### src/core/mdifd_pkg.sv
package mdifd_pkg;
   // ----------------------------------------
   // Terminal counts and widths
   // ----------------------------------------
   localparam int N_TERM = 6;
   localparam int FUNC_W = 6;
   localparam int FREQ_W = 16;
   localparam int PADDR_W = 5;
   localparam int N_STEP = 15;

   // ----------------------------------------
   // Debounce timing
   // ----------------------------------------
   localparam int CLK_KHZ = 200000;
   localparam int DEB_UNIT_MS = 2;
   localparam int DEB_UNIT_CYC = DEB_UNIT_MS * CLK_KHZ;
   localparam logic [4:0] DEB_MIN = 5'h01;
   localparam logic [4:0] DEB_MAX = 5'h14;
   localparam logic [4:0] DEB_RST = 5'h01;

   // ----------------------------------------
   // Terminal function codes
   // ----------------------------------------
   localparam logic [5:0] F_STEP1 = 6'h01;
   localparam logic [5:0] F_STEP2 = 6'h02;
   localparam logic [5:0] F_STEP3 = 6'h03;
   localparam logic [5:0] F_STEP4 = 6'h04;
   localparam logic [5:0] F_RST_NO = 6'h05;
   localparam logic [5:0] F_SEQ_RUN = 6'h0e;
   localparam logic [5:0] F_ASEL_CUR = 6'h15;
   localparam logic [5:0] F_ASEL_BIP = 6'h16;
   localparam logic [5:0] F_FSTOP_NC = 6'h19;
   localparam logic [5:0] F_FSTOP_NO = 6'h1a;
   localparam logic [5:0] F_PLOCK = 6'h1b;
   localparam logic [5:0] F_LOOP_OFF = 6'h1c;
   localparam logic [5:0] F_JOG_DIR = 6'h1d;
   localparam logic [5:0] F_RST_NC = 6'h1e;
   localparam logic [5:0] F_FSRC2 = 6'h1f;
   localparam logic [5:0] F_OPSRC2 = 6'h20;
   localparam logic [5:0] F_SEQ_SHOT = 6'h21;
   localparam logic [5:0] F_PROX = 6'h22;
   localparam logic [5:0] F_SHUT_NO = 6'h23;
   localparam logic [5:0] F_SHUT_NC = 6'h24;

   // ----------------------------------------
   // Parameter addresses, limits, resets
   // ----------------------------------------
   localparam logic [4:0] PA_STEP_LAST = 5'h0e;
   localparam logic [4:0] PA_GEAR = 5'h0f;
   localparam logic [4:0] PA_ANGLE = 5'h10;
   localparam logic [4:0] PA_DECEL = 5'h11;
   localparam logic [4:0] PA_SEQ_MODE = 5'h12;
   localparam logic [4:0] PA_DEB = 5'h13;
   localparam logic [15:0] STEP_MAX = 16'h9c40;
   localparam logic [15:0] GEAR_MIN = 16'h0004;
   localparam logic [15:0] GEAR_MAX = 16'h03e8;
   localparam logic [15:0] GEAR_RST = 16'h00c8;
   localparam logic [15:0] ANGLE_MAX = 16'h0e10;
   localparam logic [15:0] ANGLE_RST = 16'h0708;
   localparam logic [15:0] DECEL_MAX = 16'h2710;
   localparam logic [15:0] DECEL_RST = 16'h0000;

   // ----------------------------------------
   // Types
   // ----------------------------------------
   typedef enum logic [1:0] {
      SEQ_OFF = 2'b00,
      SEQ_ONCE = 2'b01,
      SEQ_LOOP = 2'b10
   } mdifd_seq_mode_t;

   typedef enum logic [1:0] {
      ASEL_VOLT = 2'b00,
      ASEL_CUR = 2'b01,
      ASEL_BIP = 2'b10
   } mdifd_asel_t;

   typedef enum logic [1:0] {
      ST_STOPPED = 2'b00,
      ST_RUNNING = 2'b01,
      ST_INDEX_WAIT = 2'b10
   } mdifd_run_st_t;

   typedef struct packed {
      logic [15:0] gear;
      logic [15:0] angle;
      logic [15:0] decel;
   } mdifd_index_cfg_t;

   typedef struct packed {
      logic forced_stop;
      logic param_lock;
      logic loop_off;
      logic jog_dir;
      logic fault_reset;
      logic fsrc2;
      logic opsrc2;
      logic seq_level;
      logic seq_shot;
      logic prox;
      logic shutoff;
      logic asel_cur;
      logic asel_bip;
      logic [3:0] step_idx;
   } mdifd_act_t;
endpackage

### src/core/mdifd_decoder.sv
// What this block does
// - Forced stop input stops drive with a stop pulse; a fresh run command is needed.
// - Parameter lock input rejects all parameter writes.
// - Loop regulator disable input holds closed-loop regulation off.
// - Jog direction: ON reverse, OFF forward, updated only while jogging.
// - Normally-closed reset behaves as normally-open reset with opened contact.
// - Frequency source select: ON second source, OFF first.
// - Operation source select: ON second run/stop source, OFF first.
// - One-shot sequencer start latches on a pulse; stop cancels it.
// - Output shutoff lets motor coast; its release restarts from zero.
// - Both analog selects on: voltage, then current, then bipolar.
// - Step inputs form binary index 1,2,4,8; zero picks master frequency.
// - Every input is delayed 1 to 20 units of 2 ms.
// - Index stop keeps running after stop until proximity, then decelerates.
// - Gear 4..1000 default 200, angle 0..3600 default 1800, decel 0..10000.
// - Fifteen step frequencies, 0 to 40000 hundredths of Hz, default 0.
// - Sequencer mode 00 off, 01 one cycle, 02 continuous.
// - Reset input clears the fault once the fault condition has gone.
// - Functions 01 to 04 are the step select inputs.
// - Level-run sequencer function runs the program while active.
`timescale 1ns/1ps
module mdifd_decoder #(
   parameter int N_TERM = mdifd_pkg::N_TERM,
   parameter int DEB_UNIT_CYC = mdifd_pkg::DEB_UNIT_CYC
) (
   input wire logic clk_in,
   input wire logic rst_n_in,
   input wire logic [N_TERM-1:0] term_contact_in,
   input wire logic [N_TERM-1:0][5:0] term_func_in,
   input wire logic jog_active_in,
   input wire logic run1_in,
   input wire logic stop1_in,
   input wire logic run2_in,
   input wire logic stop2_in,
   input wire logic fault_present_in,
   input wire logic [15:0] master_freq_in,
   input wire logic param_wr_in,
   input wire logic [4:0] param_addr_in,
   input wire logic [15:0] param_data_in,
   output logic param_ack_out,
   output logic param_err_out,
   output logic param_lock_out,
   output logic run_out,
   output logic stop_pulse_out,
   output logic index_wait_out,
   output logic index_decel_out,
   output logic output_off_out,
   output logic restart_zero_out,
   output logic fault_clear_out,
   output logic loop_regulator_off_out,
   output logic jog_rev_out,
   output logic freq_src2_out,
   output logic op_src2_out,
   output mdifd_pkg::mdifd_asel_t analog_sel_out,
   output logic [3:0] step_idx_out,
   output logic [15:0] step_freq_out,
   output logic step_sequencer_run_out,
   output logic step_sequencer_start_out,
   output mdifd_pkg::mdifd_seq_mode_t seq_mode_out,
   output mdifd_pkg::mdifd_index_cfg_t index_cfg_out,
   output logic [N_TERM-1:0] term_level_out
);
   // ----------------------------------------
   // Input synchronisers and debounce
   // ----------------------------------------
   logic [N_TERM-1:0] sync1_ff;
   logic [N_TERM-1:0] sync2_ff;
   logic [N_TERM-1:0] stable_ff;
   logic [18:0] unit_cnt_ff;
   logic unit_tick_ff;
   logic [4:0] deb_units_ff;

   always_ff @(posedge clk_in or negedge rst_n_in)
   begin
      if (!rst_n_in)
      begin
         sync1_ff <= '0;
         sync2_ff <= '0;
      end
      else
      begin
         sync1_ff <= term_contact_in;
         sync2_ff <= sync1_ff;
      end
   end

   always_ff @(posedge clk_in or negedge rst_n_in)
   begin
      if (!rst_n_in)
      begin
         unit_cnt_ff <= '0;
         unit_tick_ff <= 1'b0;
      end
      else if (unit_cnt_ff == 19'(DEB_UNIT_CYC - 1))
      begin
         unit_cnt_ff <= '0;
         unit_tick_ff <= 1'b1;
      end
      else
      begin
         unit_cnt_ff <= unit_cnt_ff + 19'h00001;
         unit_tick_ff <= 1'b0;
      end
   end

   for (genvar g = 0; g < N_TERM; g++)
   begin : g_deb
      logic [4:0] held_ff;
      always_ff @(posedge clk_in or negedge rst_n_in)
      begin
         if (!rst_n_in)
         begin
            held_ff <= '0;
            stable_ff[g] <= 1'b0;
         end
         else if (sync2_ff[g] == stable_ff[g])
         begin
            held_ff <= '0;
         end
         else if (unit_tick_ff)
         begin
            if (held_ff + 5'h01 >= deb_units_ff)
            begin
               held_ff <= '0;
               stable_ff[g] <= sync2_ff[g];
            end
            else
            begin
               held_ff <= held_ff + 5'h01;
            end
         end
      end
   end

   // ----------------------------------------
   // Function decode
   // ----------------------------------------
   // Any terminal set to code and active at its contact sense
   function automatic logic term_act(input logic [5:0] code, input logic nc);
      logic hit;
      hit = 1'b0;
      for (int i = 0; i < N_TERM; i++)
      begin
         if (term_func_in[i] == code)
         begin
            hit = hit | (nc ? ~stable_ff[i] : stable_ff[i]);
         end
      end
      return hit;
   endfunction

   function automatic logic term_has(input logic [5:0] code);
      logic hit;
      hit = 1'b0;
      for (int i = 0; i < N_TERM; i++)
      begin
         hit = hit | (term_func_in[i] == code);
      end
      return hit;
   endfunction

   mdifd_pkg::mdifd_act_t act;
   logic index_en;

   always_comb
   begin
      act.forced_stop = term_act(mdifd_pkg::F_FSTOP_NO, 1'b0) |
                        term_act(mdifd_pkg::F_FSTOP_NC, 1'b1);
      act.param_lock = term_act(mdifd_pkg::F_PLOCK, 1'b0);
      act.loop_off = term_act(mdifd_pkg::F_LOOP_OFF, 1'b0);
      act.jog_dir = term_act(mdifd_pkg::F_JOG_DIR, 1'b0);
      act.fault_reset = term_act(mdifd_pkg::F_RST_NO, 1'b0) |
                        term_act(mdifd_pkg::F_RST_NC, 1'b1);
      act.fsrc2 = term_act(mdifd_pkg::F_FSRC2, 1'b0);
      act.opsrc2 = term_act(mdifd_pkg::F_OPSRC2, 1'b0);
      act.seq_level = term_act(mdifd_pkg::F_SEQ_RUN, 1'b0);
      act.seq_shot = term_act(mdifd_pkg::F_SEQ_SHOT, 1'b0);
      act.prox = term_act(mdifd_pkg::F_PROX, 1'b0);
      act.shutoff = term_act(mdifd_pkg::F_SHUT_NO, 1'b0) |
                    term_act(mdifd_pkg::F_SHUT_NC, 1'b1);
      act.asel_cur = term_act(mdifd_pkg::F_ASEL_CUR, 1'b0);
      act.asel_bip = term_act(mdifd_pkg::F_ASEL_BIP, 1'b0);
      act.step_idx = {term_act(mdifd_pkg::F_STEP4, 1'b0),
                      term_act(mdifd_pkg::F_STEP3, 1'b0),
                      term_act(mdifd_pkg::F_STEP2, 1'b0),
                      term_act(mdifd_pkg::F_STEP1, 1'b0)};
      index_en = term_has(mdifd_pkg::F_PROX);
   end

   mdifd_pkg::mdifd_act_t act_q_ff;

   always_ff @(posedge clk_in or negedge rst_n_in)
   begin
      if (!rst_n_in)
      begin
         act_q_ff <= '0;
      end
      else
      begin
         act_q_ff <= act;
      end
   end

   // ----------------------------------------
   // Parameter store
   // ----------------------------------------
   logic wr_ok;
   logic step_wr;
   logic [15:0] step_rd;

   always_comb
   begin
      unique case (param_addr_in)
         mdifd_pkg::PA_GEAR: wr_ok = (param_data_in >= mdifd_pkg::GEAR_MIN) &&
                                     (param_data_in <= mdifd_pkg::GEAR_MAX);
         mdifd_pkg::PA_ANGLE: wr_ok = param_data_in <= mdifd_pkg::ANGLE_MAX;
         mdifd_pkg::PA_DECEL: wr_ok = param_data_in <= mdifd_pkg::DECEL_MAX;
         mdifd_pkg::PA_SEQ_MODE: wr_ok = param_data_in <= 16'(mdifd_pkg::SEQ_LOOP);
         mdifd_pkg::PA_DEB: wr_ok = (param_data_in >= 16'(mdifd_pkg::DEB_MIN)) &&
                                    (param_data_in <= 16'(mdifd_pkg::DEB_MAX));
         default: wr_ok = (param_addr_in <= mdifd_pkg::PA_STEP_LAST) &&
                          (param_data_in <= mdifd_pkg::STEP_MAX);
      endcase
      wr_ok = wr_ok & ~act.param_lock;
   end

   assign step_wr = param_wr_in & wr_ok & (param_addr_in <= mdifd_pkg::PA_STEP_LAST);

   always_ff @(posedge clk_in or negedge rst_n_in)
   begin
      if (!rst_n_in)
      begin
         param_ack_out <= 1'b0;
         param_err_out <= 1'b0;
      end
      else
      begin
         param_ack_out <= param_wr_in & wr_ok;
         param_err_out <= param_wr_in & ~wr_ok;
      end
   end

   always_ff @(posedge clk_in or negedge rst_n_in)
   begin
      if (!rst_n_in)
      begin
         index_cfg_out.gear <= mdifd_pkg::GEAR_RST;
         index_cfg_out.angle <= mdifd_pkg::ANGLE_RST;
         index_cfg_out.decel <= mdifd_pkg::DECEL_RST;
         seq_mode_out <= mdifd_pkg::SEQ_OFF;
         deb_units_ff <= mdifd_pkg::DEB_RST;
      end
      else if (param_wr_in && wr_ok)
      begin
         unique case (param_addr_in)
            mdifd_pkg::PA_GEAR: index_cfg_out.gear <= param_data_in;
            mdifd_pkg::PA_ANGLE: index_cfg_out.angle <= param_data_in;
            mdifd_pkg::PA_DECEL: index_cfg_out.decel <= param_data_in;
            mdifd_pkg::PA_SEQ_MODE:
               seq_mode_out <= mdifd_pkg::mdifd_seq_mode_t'(param_data_in[1:0]);
            mdifd_pkg::PA_DEB: deb_units_ff <= param_data_in[4:0];
            default: deb_units_ff <= deb_units_ff;
         endcase
      end
   end

   mdifd_step_mem #(
      .DEPTH(mdifd_pkg::N_STEP),
      .WIDTH(mdifd_pkg::FREQ_W),
      .AW(4)
   ) u_step_mem (
      .clk_in(clk_in),
      .rst_n_in(rst_n_in),
      .wr_en_in(step_wr),
      .wr_addr_in(param_addr_in[3:0]),
      .wr_data_in(param_data_in),
      .rd_addr_in(act.step_idx - 4'h1),
      .rd_data_out(step_rd)
   );

   // ----------------------------------------
   // Step frequency select
   // ----------------------------------------
   logic [3:0] idx_d_ff;
   logic [15:0] master_d_ff;

   always_ff @(posedge clk_in or negedge rst_n_in)
   begin
      if (!rst_n_in)
      begin
         idx_d_ff <= '0;
         master_d_ff <= '0;
         step_idx_out <= '0;
         step_freq_out <= '0;
      end
      else
      begin
         idx_d_ff <= act.step_idx;
         master_d_ff <= master_freq_in;
         step_idx_out <= idx_d_ff;
         step_freq_out <= (idx_d_ff == 4'h0) ? master_d_ff : step_rd;
      end
   end

   // ----------------------------------------
   // Run control and index stop
   // ----------------------------------------
   mdifd_pkg::mdifd_run_st_t run_st_ff;
   logic run_req;
   logic stop_req;

   assign run_req = act.opsrc2 ? run2_in : run1_in;
   assign stop_req = act.opsrc2 ? stop2_in : stop1_in;

   always_ff @(posedge clk_in or negedge rst_n_in)
   begin
      if (!rst_n_in)
      begin
         run_st_ff <= mdifd_pkg::ST_STOPPED;
         stop_pulse_out <= 1'b0;
         index_decel_out <= 1'b0;
      end
      else
      begin
         stop_pulse_out <= 1'b0;
         index_decel_out <= 1'b0;
         unique case (run_st_ff)
            mdifd_pkg::ST_STOPPED:
               if (run_req && !act.forced_stop)
               begin
                  run_st_ff <= mdifd_pkg::ST_RUNNING;
               end
            mdifd_pkg::ST_RUNNING:
               if (act.forced_stop)
               begin
                  run_st_ff <= mdifd_pkg::ST_STOPPED;
                  stop_pulse_out <= 1'b1;
               end
               else if (stop_req && index_en)
               begin
                  run_st_ff <= mdifd_pkg::ST_INDEX_WAIT;
               end
               else if (stop_req)
               begin
                  run_st_ff <= mdifd_pkg::ST_STOPPED;
                  stop_pulse_out <= 1'b1;
               end
            mdifd_pkg::ST_INDEX_WAIT:
               if (act.forced_stop)
               begin
                  run_st_ff <= mdifd_pkg::ST_STOPPED;
                  stop_pulse_out <= 1'b1;
               end
               else if (act.prox && !act_q_ff.prox)
               begin
                  run_st_ff <= mdifd_pkg::ST_STOPPED;
                  index_decel_out <= 1'b1;
               end
            default:
               run_st_ff <= mdifd_pkg::ST_STOPPED;
         endcase
      end
   end

   always_ff @(posedge clk_in or negedge rst_n_in)
   begin
      if (!rst_n_in)
      begin
         run_out <= 1'b0;
         index_wait_out <= 1'b0;
      end
      else
      begin
         run_out <= run_st_ff != mdifd_pkg::ST_STOPPED;
         index_wait_out <= run_st_ff == mdifd_pkg::ST_INDEX_WAIT;
      end
   end

   always_ff @(posedge clk_in or negedge rst_n_in)
   begin
      if (!rst_n_in)
      begin
         output_off_out <= 1'b0;
         restart_zero_out <= 1'b0;
      end
      else
      begin
         output_off_out <= act.shutoff;
         restart_zero_out <= act_q_ff.shutoff & ~act.shutoff;
      end
   end

   // ----------------------------------------
   // Fault reset
   // ----------------------------------------
   logic reset_pend_ff;

   always_ff @(posedge clk_in or negedge rst_n_in)
   begin
      if (!rst_n_in)
      begin
         reset_pend_ff <= 1'b0;
         fault_clear_out <= 1'b0;
      end
      else
      begin
         fault_clear_out <= 1'b0;
         if (reset_pend_ff && !fault_present_in)
         begin
            reset_pend_ff <= 1'b0;
            fault_clear_out <= 1'b1;
         end
         else if (act.fault_reset && !act_q_ff.fault_reset)
         begin
            reset_pend_ff <= 1'b1;
         end
      end
   end

   // ----------------------------------------
   // Sequencer start
   // ----------------------------------------
   logic shot_ff;
   logic seq_run;

   always_ff @(posedge clk_in or negedge rst_n_in)
   begin
      if (!rst_n_in)
      begin
         shot_ff <= 1'b0;
      end
      else if (act.seq_shot && !act_q_ff.seq_shot)
      begin
         shot_ff <= 1'b1;
      end
      else if (stop_req || act.forced_stop)
      begin
         shot_ff <= 1'b0;
      end
   end

   assign seq_run = (act.seq_level | shot_ff) & (seq_mode_out != mdifd_pkg::SEQ_OFF);

   always_ff @(posedge clk_in or negedge rst_n_in)
   begin
      if (!rst_n_in)
      begin
         step_sequencer_run_out <= 1'b0;
         step_sequencer_start_out <= 1'b0;
      end
      else
      begin
         step_sequencer_run_out <= seq_run;
         step_sequencer_start_out <= seq_run & ~step_sequencer_run_out;
      end
   end

   // ----------------------------------------
   // Level functions
   // ----------------------------------------
   always_ff @(posedge clk_in or negedge rst_n_in)
   begin
      if (!rst_n_in)
      begin
         param_lock_out <= 1'b0;
         loop_regulator_off_out <= 1'b0;
         jog_rev_out <= 1'b0;
         freq_src2_out <= 1'b0;
         op_src2_out <= 1'b0;
         analog_sel_out <= mdifd_pkg::ASEL_VOLT;
         term_level_out <= '0;
      end
      else
      begin
         param_lock_out <= act.param_lock;
         loop_regulator_off_out <= act.loop_off;
         if (jog_active_in)
         begin
            jog_rev_out <= act.jog_dir;
         end
         freq_src2_out <= act.fsrc2;
         op_src2_out <= act.opsrc2;
         if (act.asel_cur && act.asel_bip)
         begin
            analog_sel_out <= mdifd_pkg::ASEL_VOLT;
         end
         else if (act.asel_cur)
         begin
            analog_sel_out <= mdifd_pkg::ASEL_CUR;
         end
         else if (act.asel_bip)
         begin
            analog_sel_out <= mdifd_pkg::ASEL_BIP;
         end
         else
         begin
            analog_sel_out <= mdifd_pkg::ASEL_VOLT;
         end
         term_level_out <= stable_ff;
      end
   end
endmodule // mdifd_decoder

### src/core/mdifd_step_mem.sv
`timescale 1ns/1ps
module mdifd_step_mem #(
   parameter int DEPTH = 15,
   parameter int WIDTH = 16,
   parameter int AW = 4
) (
   input wire logic clk_in,
   input wire logic rst_n_in,
   input wire logic wr_en_in,
   input wire logic [AW-1:0] wr_addr_in,
   input wire logic [WIDTH-1:0] wr_data_in,
   input wire logic [AW-1:0] rd_addr_in,
   output logic [WIDTH-1:0] rd_data_out
);
   logic [WIDTH-1:0] mem_ff [DEPTH];

   // Every stored step starts at zero frequency
   always_ff @(posedge clk_in or negedge rst_n_in)
   begin
      if (!rst_n_in)
      begin
         for (int i = 0; i < DEPTH; i++)
         begin
            mem_ff[i] <= '0;
         end
      end
      else if (wr_en_in && (int'(wr_addr_in) < DEPTH))
      begin
         mem_ff[wr_addr_in] <= wr_data_in;
      end
   end

   always_ff @(posedge clk_in or negedge rst_n_in)
   begin
      if (!rst_n_in)
      begin
         rd_data_out <= '0;
      end
      else if (int'(rd_addr_in) < DEPTH)
      begin
         rd_data_out <= mem_ff[rd_addr_in];
      end
      else
      begin
         rd_data_out <= '0;
      end
   end
endmodule // mdifd_step_mem

### config.mk
export PLATFORM = sky130hd
export DESIGN_NAME = mdifd_decoder
export DESIGN_NICKNAME = d
export VERILOG_FILES = /design/src/core/mdifd_pkg.sv /design/src/core/mdifd_decoder.sv /design/src/core/mdifd_step_mem.sv
export SDC_FILE = /design/constraint.sdc
export NUM_CORES = 1
export LEC_CHECK = 0
export ABC_CLOCK_PERIOD_IN_PS = 6050
export BUFFER_PORTS_ARGS = -buffer_cell sky130_fd_sc_hd__buf_2
export CAP_MARGIN = 30
export CELL_PAD_IN_SITES_DETAIL_PLACEMENT = 1
export CELL_PAD_IN_SITES_GLOBAL_PLACEMENT = 2
export CORE_ASPECT_RATIO = 0.6
export CORE_UTILIZATION = 35
export CTS_CLUSTER_DIAMETER = 30
export DETAILED_ROUTE_END_ITERATION = 10
export PLACE_DENSITY = 0.74
export SYNTH_ARGS = -nofsm -noshare
export SYNTH_HDL_FRONTEND = slang
export SYNTH_SLANG_ARGS = --single-unit
### constraint.sdc
create_clock -name clk_in -period 6.05 [get_ports clk_in]
set_clock_uncertainty 0.05 [all_clocks]
set_input_delay 0.3025 -clock clk_in [delete_from_list [all_inputs] [get_ports clk_in]]
set_output_delay 0.3025 -clock clk_in [all_outputs]
set_load 0.01 [all_outputs]
==> impl_results.md <==
* Status: complete, no violations
* Placed wire-length estimate at 42200 µm
* Die Wd at 319 µm
* DR vias/cell at 5.35
* Peak Freq at 0.226 GHz
* Mapped Cells at 1671
* First-pass GRT wire length at 98700 µm
* FP Rows at 69
* Final setup TNS at 0 ps
* CP Class: flop to flop
* Bufs on Longest Clock Path at 3
* # fillers at 6186
* Routed WL at 63100 µm
* Startpoint types: flop
* Total track usage at 21.3%
* TritonCTS clock tree: built
* Critical path peak fanout at 51
* Sequential element share of the synthesized area at 53.4%
* FF+latch count, synth at 450
* Pwr/cell area at 339 nW/µm²
* Worst skew pair latency at 620 ps
* Syn_nets at 1801
* YS warnings at 0
* Crit. End Element: flop
* Die Ht at 192 µm
* Worst slew margin at 33.5%
* Number of antenna violations at the first check in global routing at 5
* Net count reported at finish at 2015
* Area delta synth->final at 23.0%
* Crit share post-route at 73.0%
* Commonest non-fill, non-tap cells in the layout: 442 x dfrtp_1, 313 x mux2_2, 180 x buf_2, 126 x nand2_1, 81 x clkbuf_16
* Place WS at 1660 ps
* Via count at 14645
* Final hold violation count at 0
* H-tree levels at 3
* DR DRC count at 0
* Buffers on Ports at 181
* Core region area at 59400 µm²
* Post-synth ARST share at 100%
* Clock sinks at 450
* Placer Congestion at 0.887
* WP data required at 6490 ps
* Lkg Pwr at 12.2 nW
* Clock root buffer: clkbuf_16
* Commonest non-fill, non-tap cell in the layout: dfrtp_1
* Setup bufs post-CTS at 0
* Cts bufs inserted at 80
* Die area at 61300 µm²
* Reg clk slew, reported paths at 50 ps
* Yosys cell types at 72
* Worst EP arrival at 4860 ps
* GRT overflow at 0
* Ys flop type: dfrtp_1
* Initial Util at 35.5%
* Post-synth EDFFs at 0
* Multi-input logic area at 9370 µm²
* Slew at the pin closest to its max-slew limit at 997 ps
* Layout cell share with drive strength beyond 1 at 38.1%
* Reg area at 11300 µm²
* Mapped Area at 21100 µm²
* Max Cap Violations at 0
* Syn avg cell area at 12.6 µm²
* Crit path time final at 4420 ps
* Initial drt markers at 1107
* Pins Over Slew Limit at 0
* Final Setup Violations at 0
* IO Pins at 182
* Remaining antenna violation count at 0
* Number of gates resized after cts at 0
* Vias in the first global route at 15687
* Hold Crit Class: input port to flop
* Wire per inst at 23.1 µm
* Largest net degree at the start of global routing at 175
* RSZ-0062 raised after global routing: false
* Worst VDD drop at 0.000161 V
* Final worst setup slack at 1630 ps
* Pre-antenna DRT Iters at 5
==> cell families after synthesis <==
logic type / after synthesis / synth area share [%]
AO/OA/AOI/OAI: 189 / 6.08
AND/OR/NAND/NOR: 467 / 11.9
multiplexers: 362 / 21.9
buffers and inverters: 116 / 2.25
XOR/XNOR: 45 / 1.90
adder cells (fa/ha/maj): 42 / 2.49
flip-flops: 450 / 53.4
==> metrics by stage <==
| stage | util (%) | total power [mW] | hold WS (ps) | std cells | instance area [µm²] |
|---|---|---|---|---|---|
| finish | 43.7 | 8.80 | 38.5 | 2735 | 25900 |
| CTS | 43.6 | 8.92 | 19.5 | 2730 | 25900 |
| detailed placement | 38.3 | 4.04 | 294 | 2556 | 22800 |
| global route | 43.7 | 9.15 | 25.2 | 2732 | 25900 |
| global placement | 38.3 | 4.00 | 295 | 2555 | 22800 |
| floorplan | - | 3.77 | -43.1 | 1671 | 21100 |
==> area by class of cell <==
cell class | instances | area share (%)
clock buffers | 100 | 8.40
well taps | 781 | 3.77
multi-input cells | 1105 | 36.1
flip-flops and latches | 450 | 43.5
inverters | 24 | 0.347
diodes | 3 | 0.0289
clock inverters | 48 | 2.69
repair buffers | 224 | 5.18
==> timing repair <==
action,in CTS,in global routing
endpoints found under the hold margin,142,0
hold buffers,26,0
setup endpoints to repair,0,0
==> critical path, stage by stage (launching register included) <==
cell and delay (ps):
dfrtp_1 620, or3b_2 540, or4_1 450, o211ai_1 180, a211oi_4 70, buf_4 300
ha_4 810, buf_4 480, mux4_2 370, a221o_1 380
==> report_power, final <==
group	internal (mW)	switching (mW)	total, mW	leakage, nW
sequential	3.25	0.118	3.37	6.00
clock	3.15	1.65	4.80	1.40
combinational	0.314	0.327	0.641	4.84
==> worst paths after layout <==
check                                  from                    endpoint  slack, ps  cells past startpoint
max                            stable_ff[5]  u_step_mem.rd_data_out[15]       1630                      9
min                        param_data_in[1]             seq_mode_out[1]         40                      2
max reg2reg                    stable_ff[5]  u_step_mem.rd_data_out[15]       1630                      9
min reg2reg                     sync1_ff[5]                 sync2_ff[5]        310                      0
max in group asynchronous          rst_n_in           index_cfg_out[20]       4080                      3
min in group asynchronous          rst_n_in              master_d_ff[9]        320                      2
==> state kept, by name, summed over array words and instances, names as in the netlist, 2 cells and up <==
name	flops
u_step_mem.rd_data_out	16
u_step_mem.mem_ff	240
act_q_ff	3
deb_units_ff	5
analog_sel_out	2
step_idx_out	4
stable_ff	6
sync2_ff	6
term_level_out	6
idx_d_ff	4
unit_cnt_ff	19
step_freq_out	16
index_cfg_out	48
master_d_ff	16
run_st_ff	2
seq_mode_out	2
sync1_ff	6
g_deb.held_ff	30
==> synthesized netlist by cell type (all sizes together), types with 20 or more instances <==
cell type    n  area share, %
a21oi       36           0.85
a22o        24            1.0
buf         26           0.65
clkbuf      66            1.2
dfrtp      442             52
ha          42            2.5
inv         24           0.43
mux2       313             17
mux4        48            5.1
nand2      126            2.2
nand2b      27           0.80
nand3       62            1.8
nor2        75            1.4
nor2b       48            1.4
nor3        23           0.60
o21ai       53            1.3
xnor2       20           0.87
xor2        25            1.0
==> layer usage <==
metal	share of wire, %	routed length (µm)	vias to the layer above	GRT usage (%)
li1	-	-	6550	-
met1	51	31900	7626	32.4
met2	42	26200	376	29.8
met3	6.1	3860	87	5.15
met4	1.6	1000	6	5.15
met5	0.054	34	-	0
Note: power is estimated with default switching activity, not from simulation.
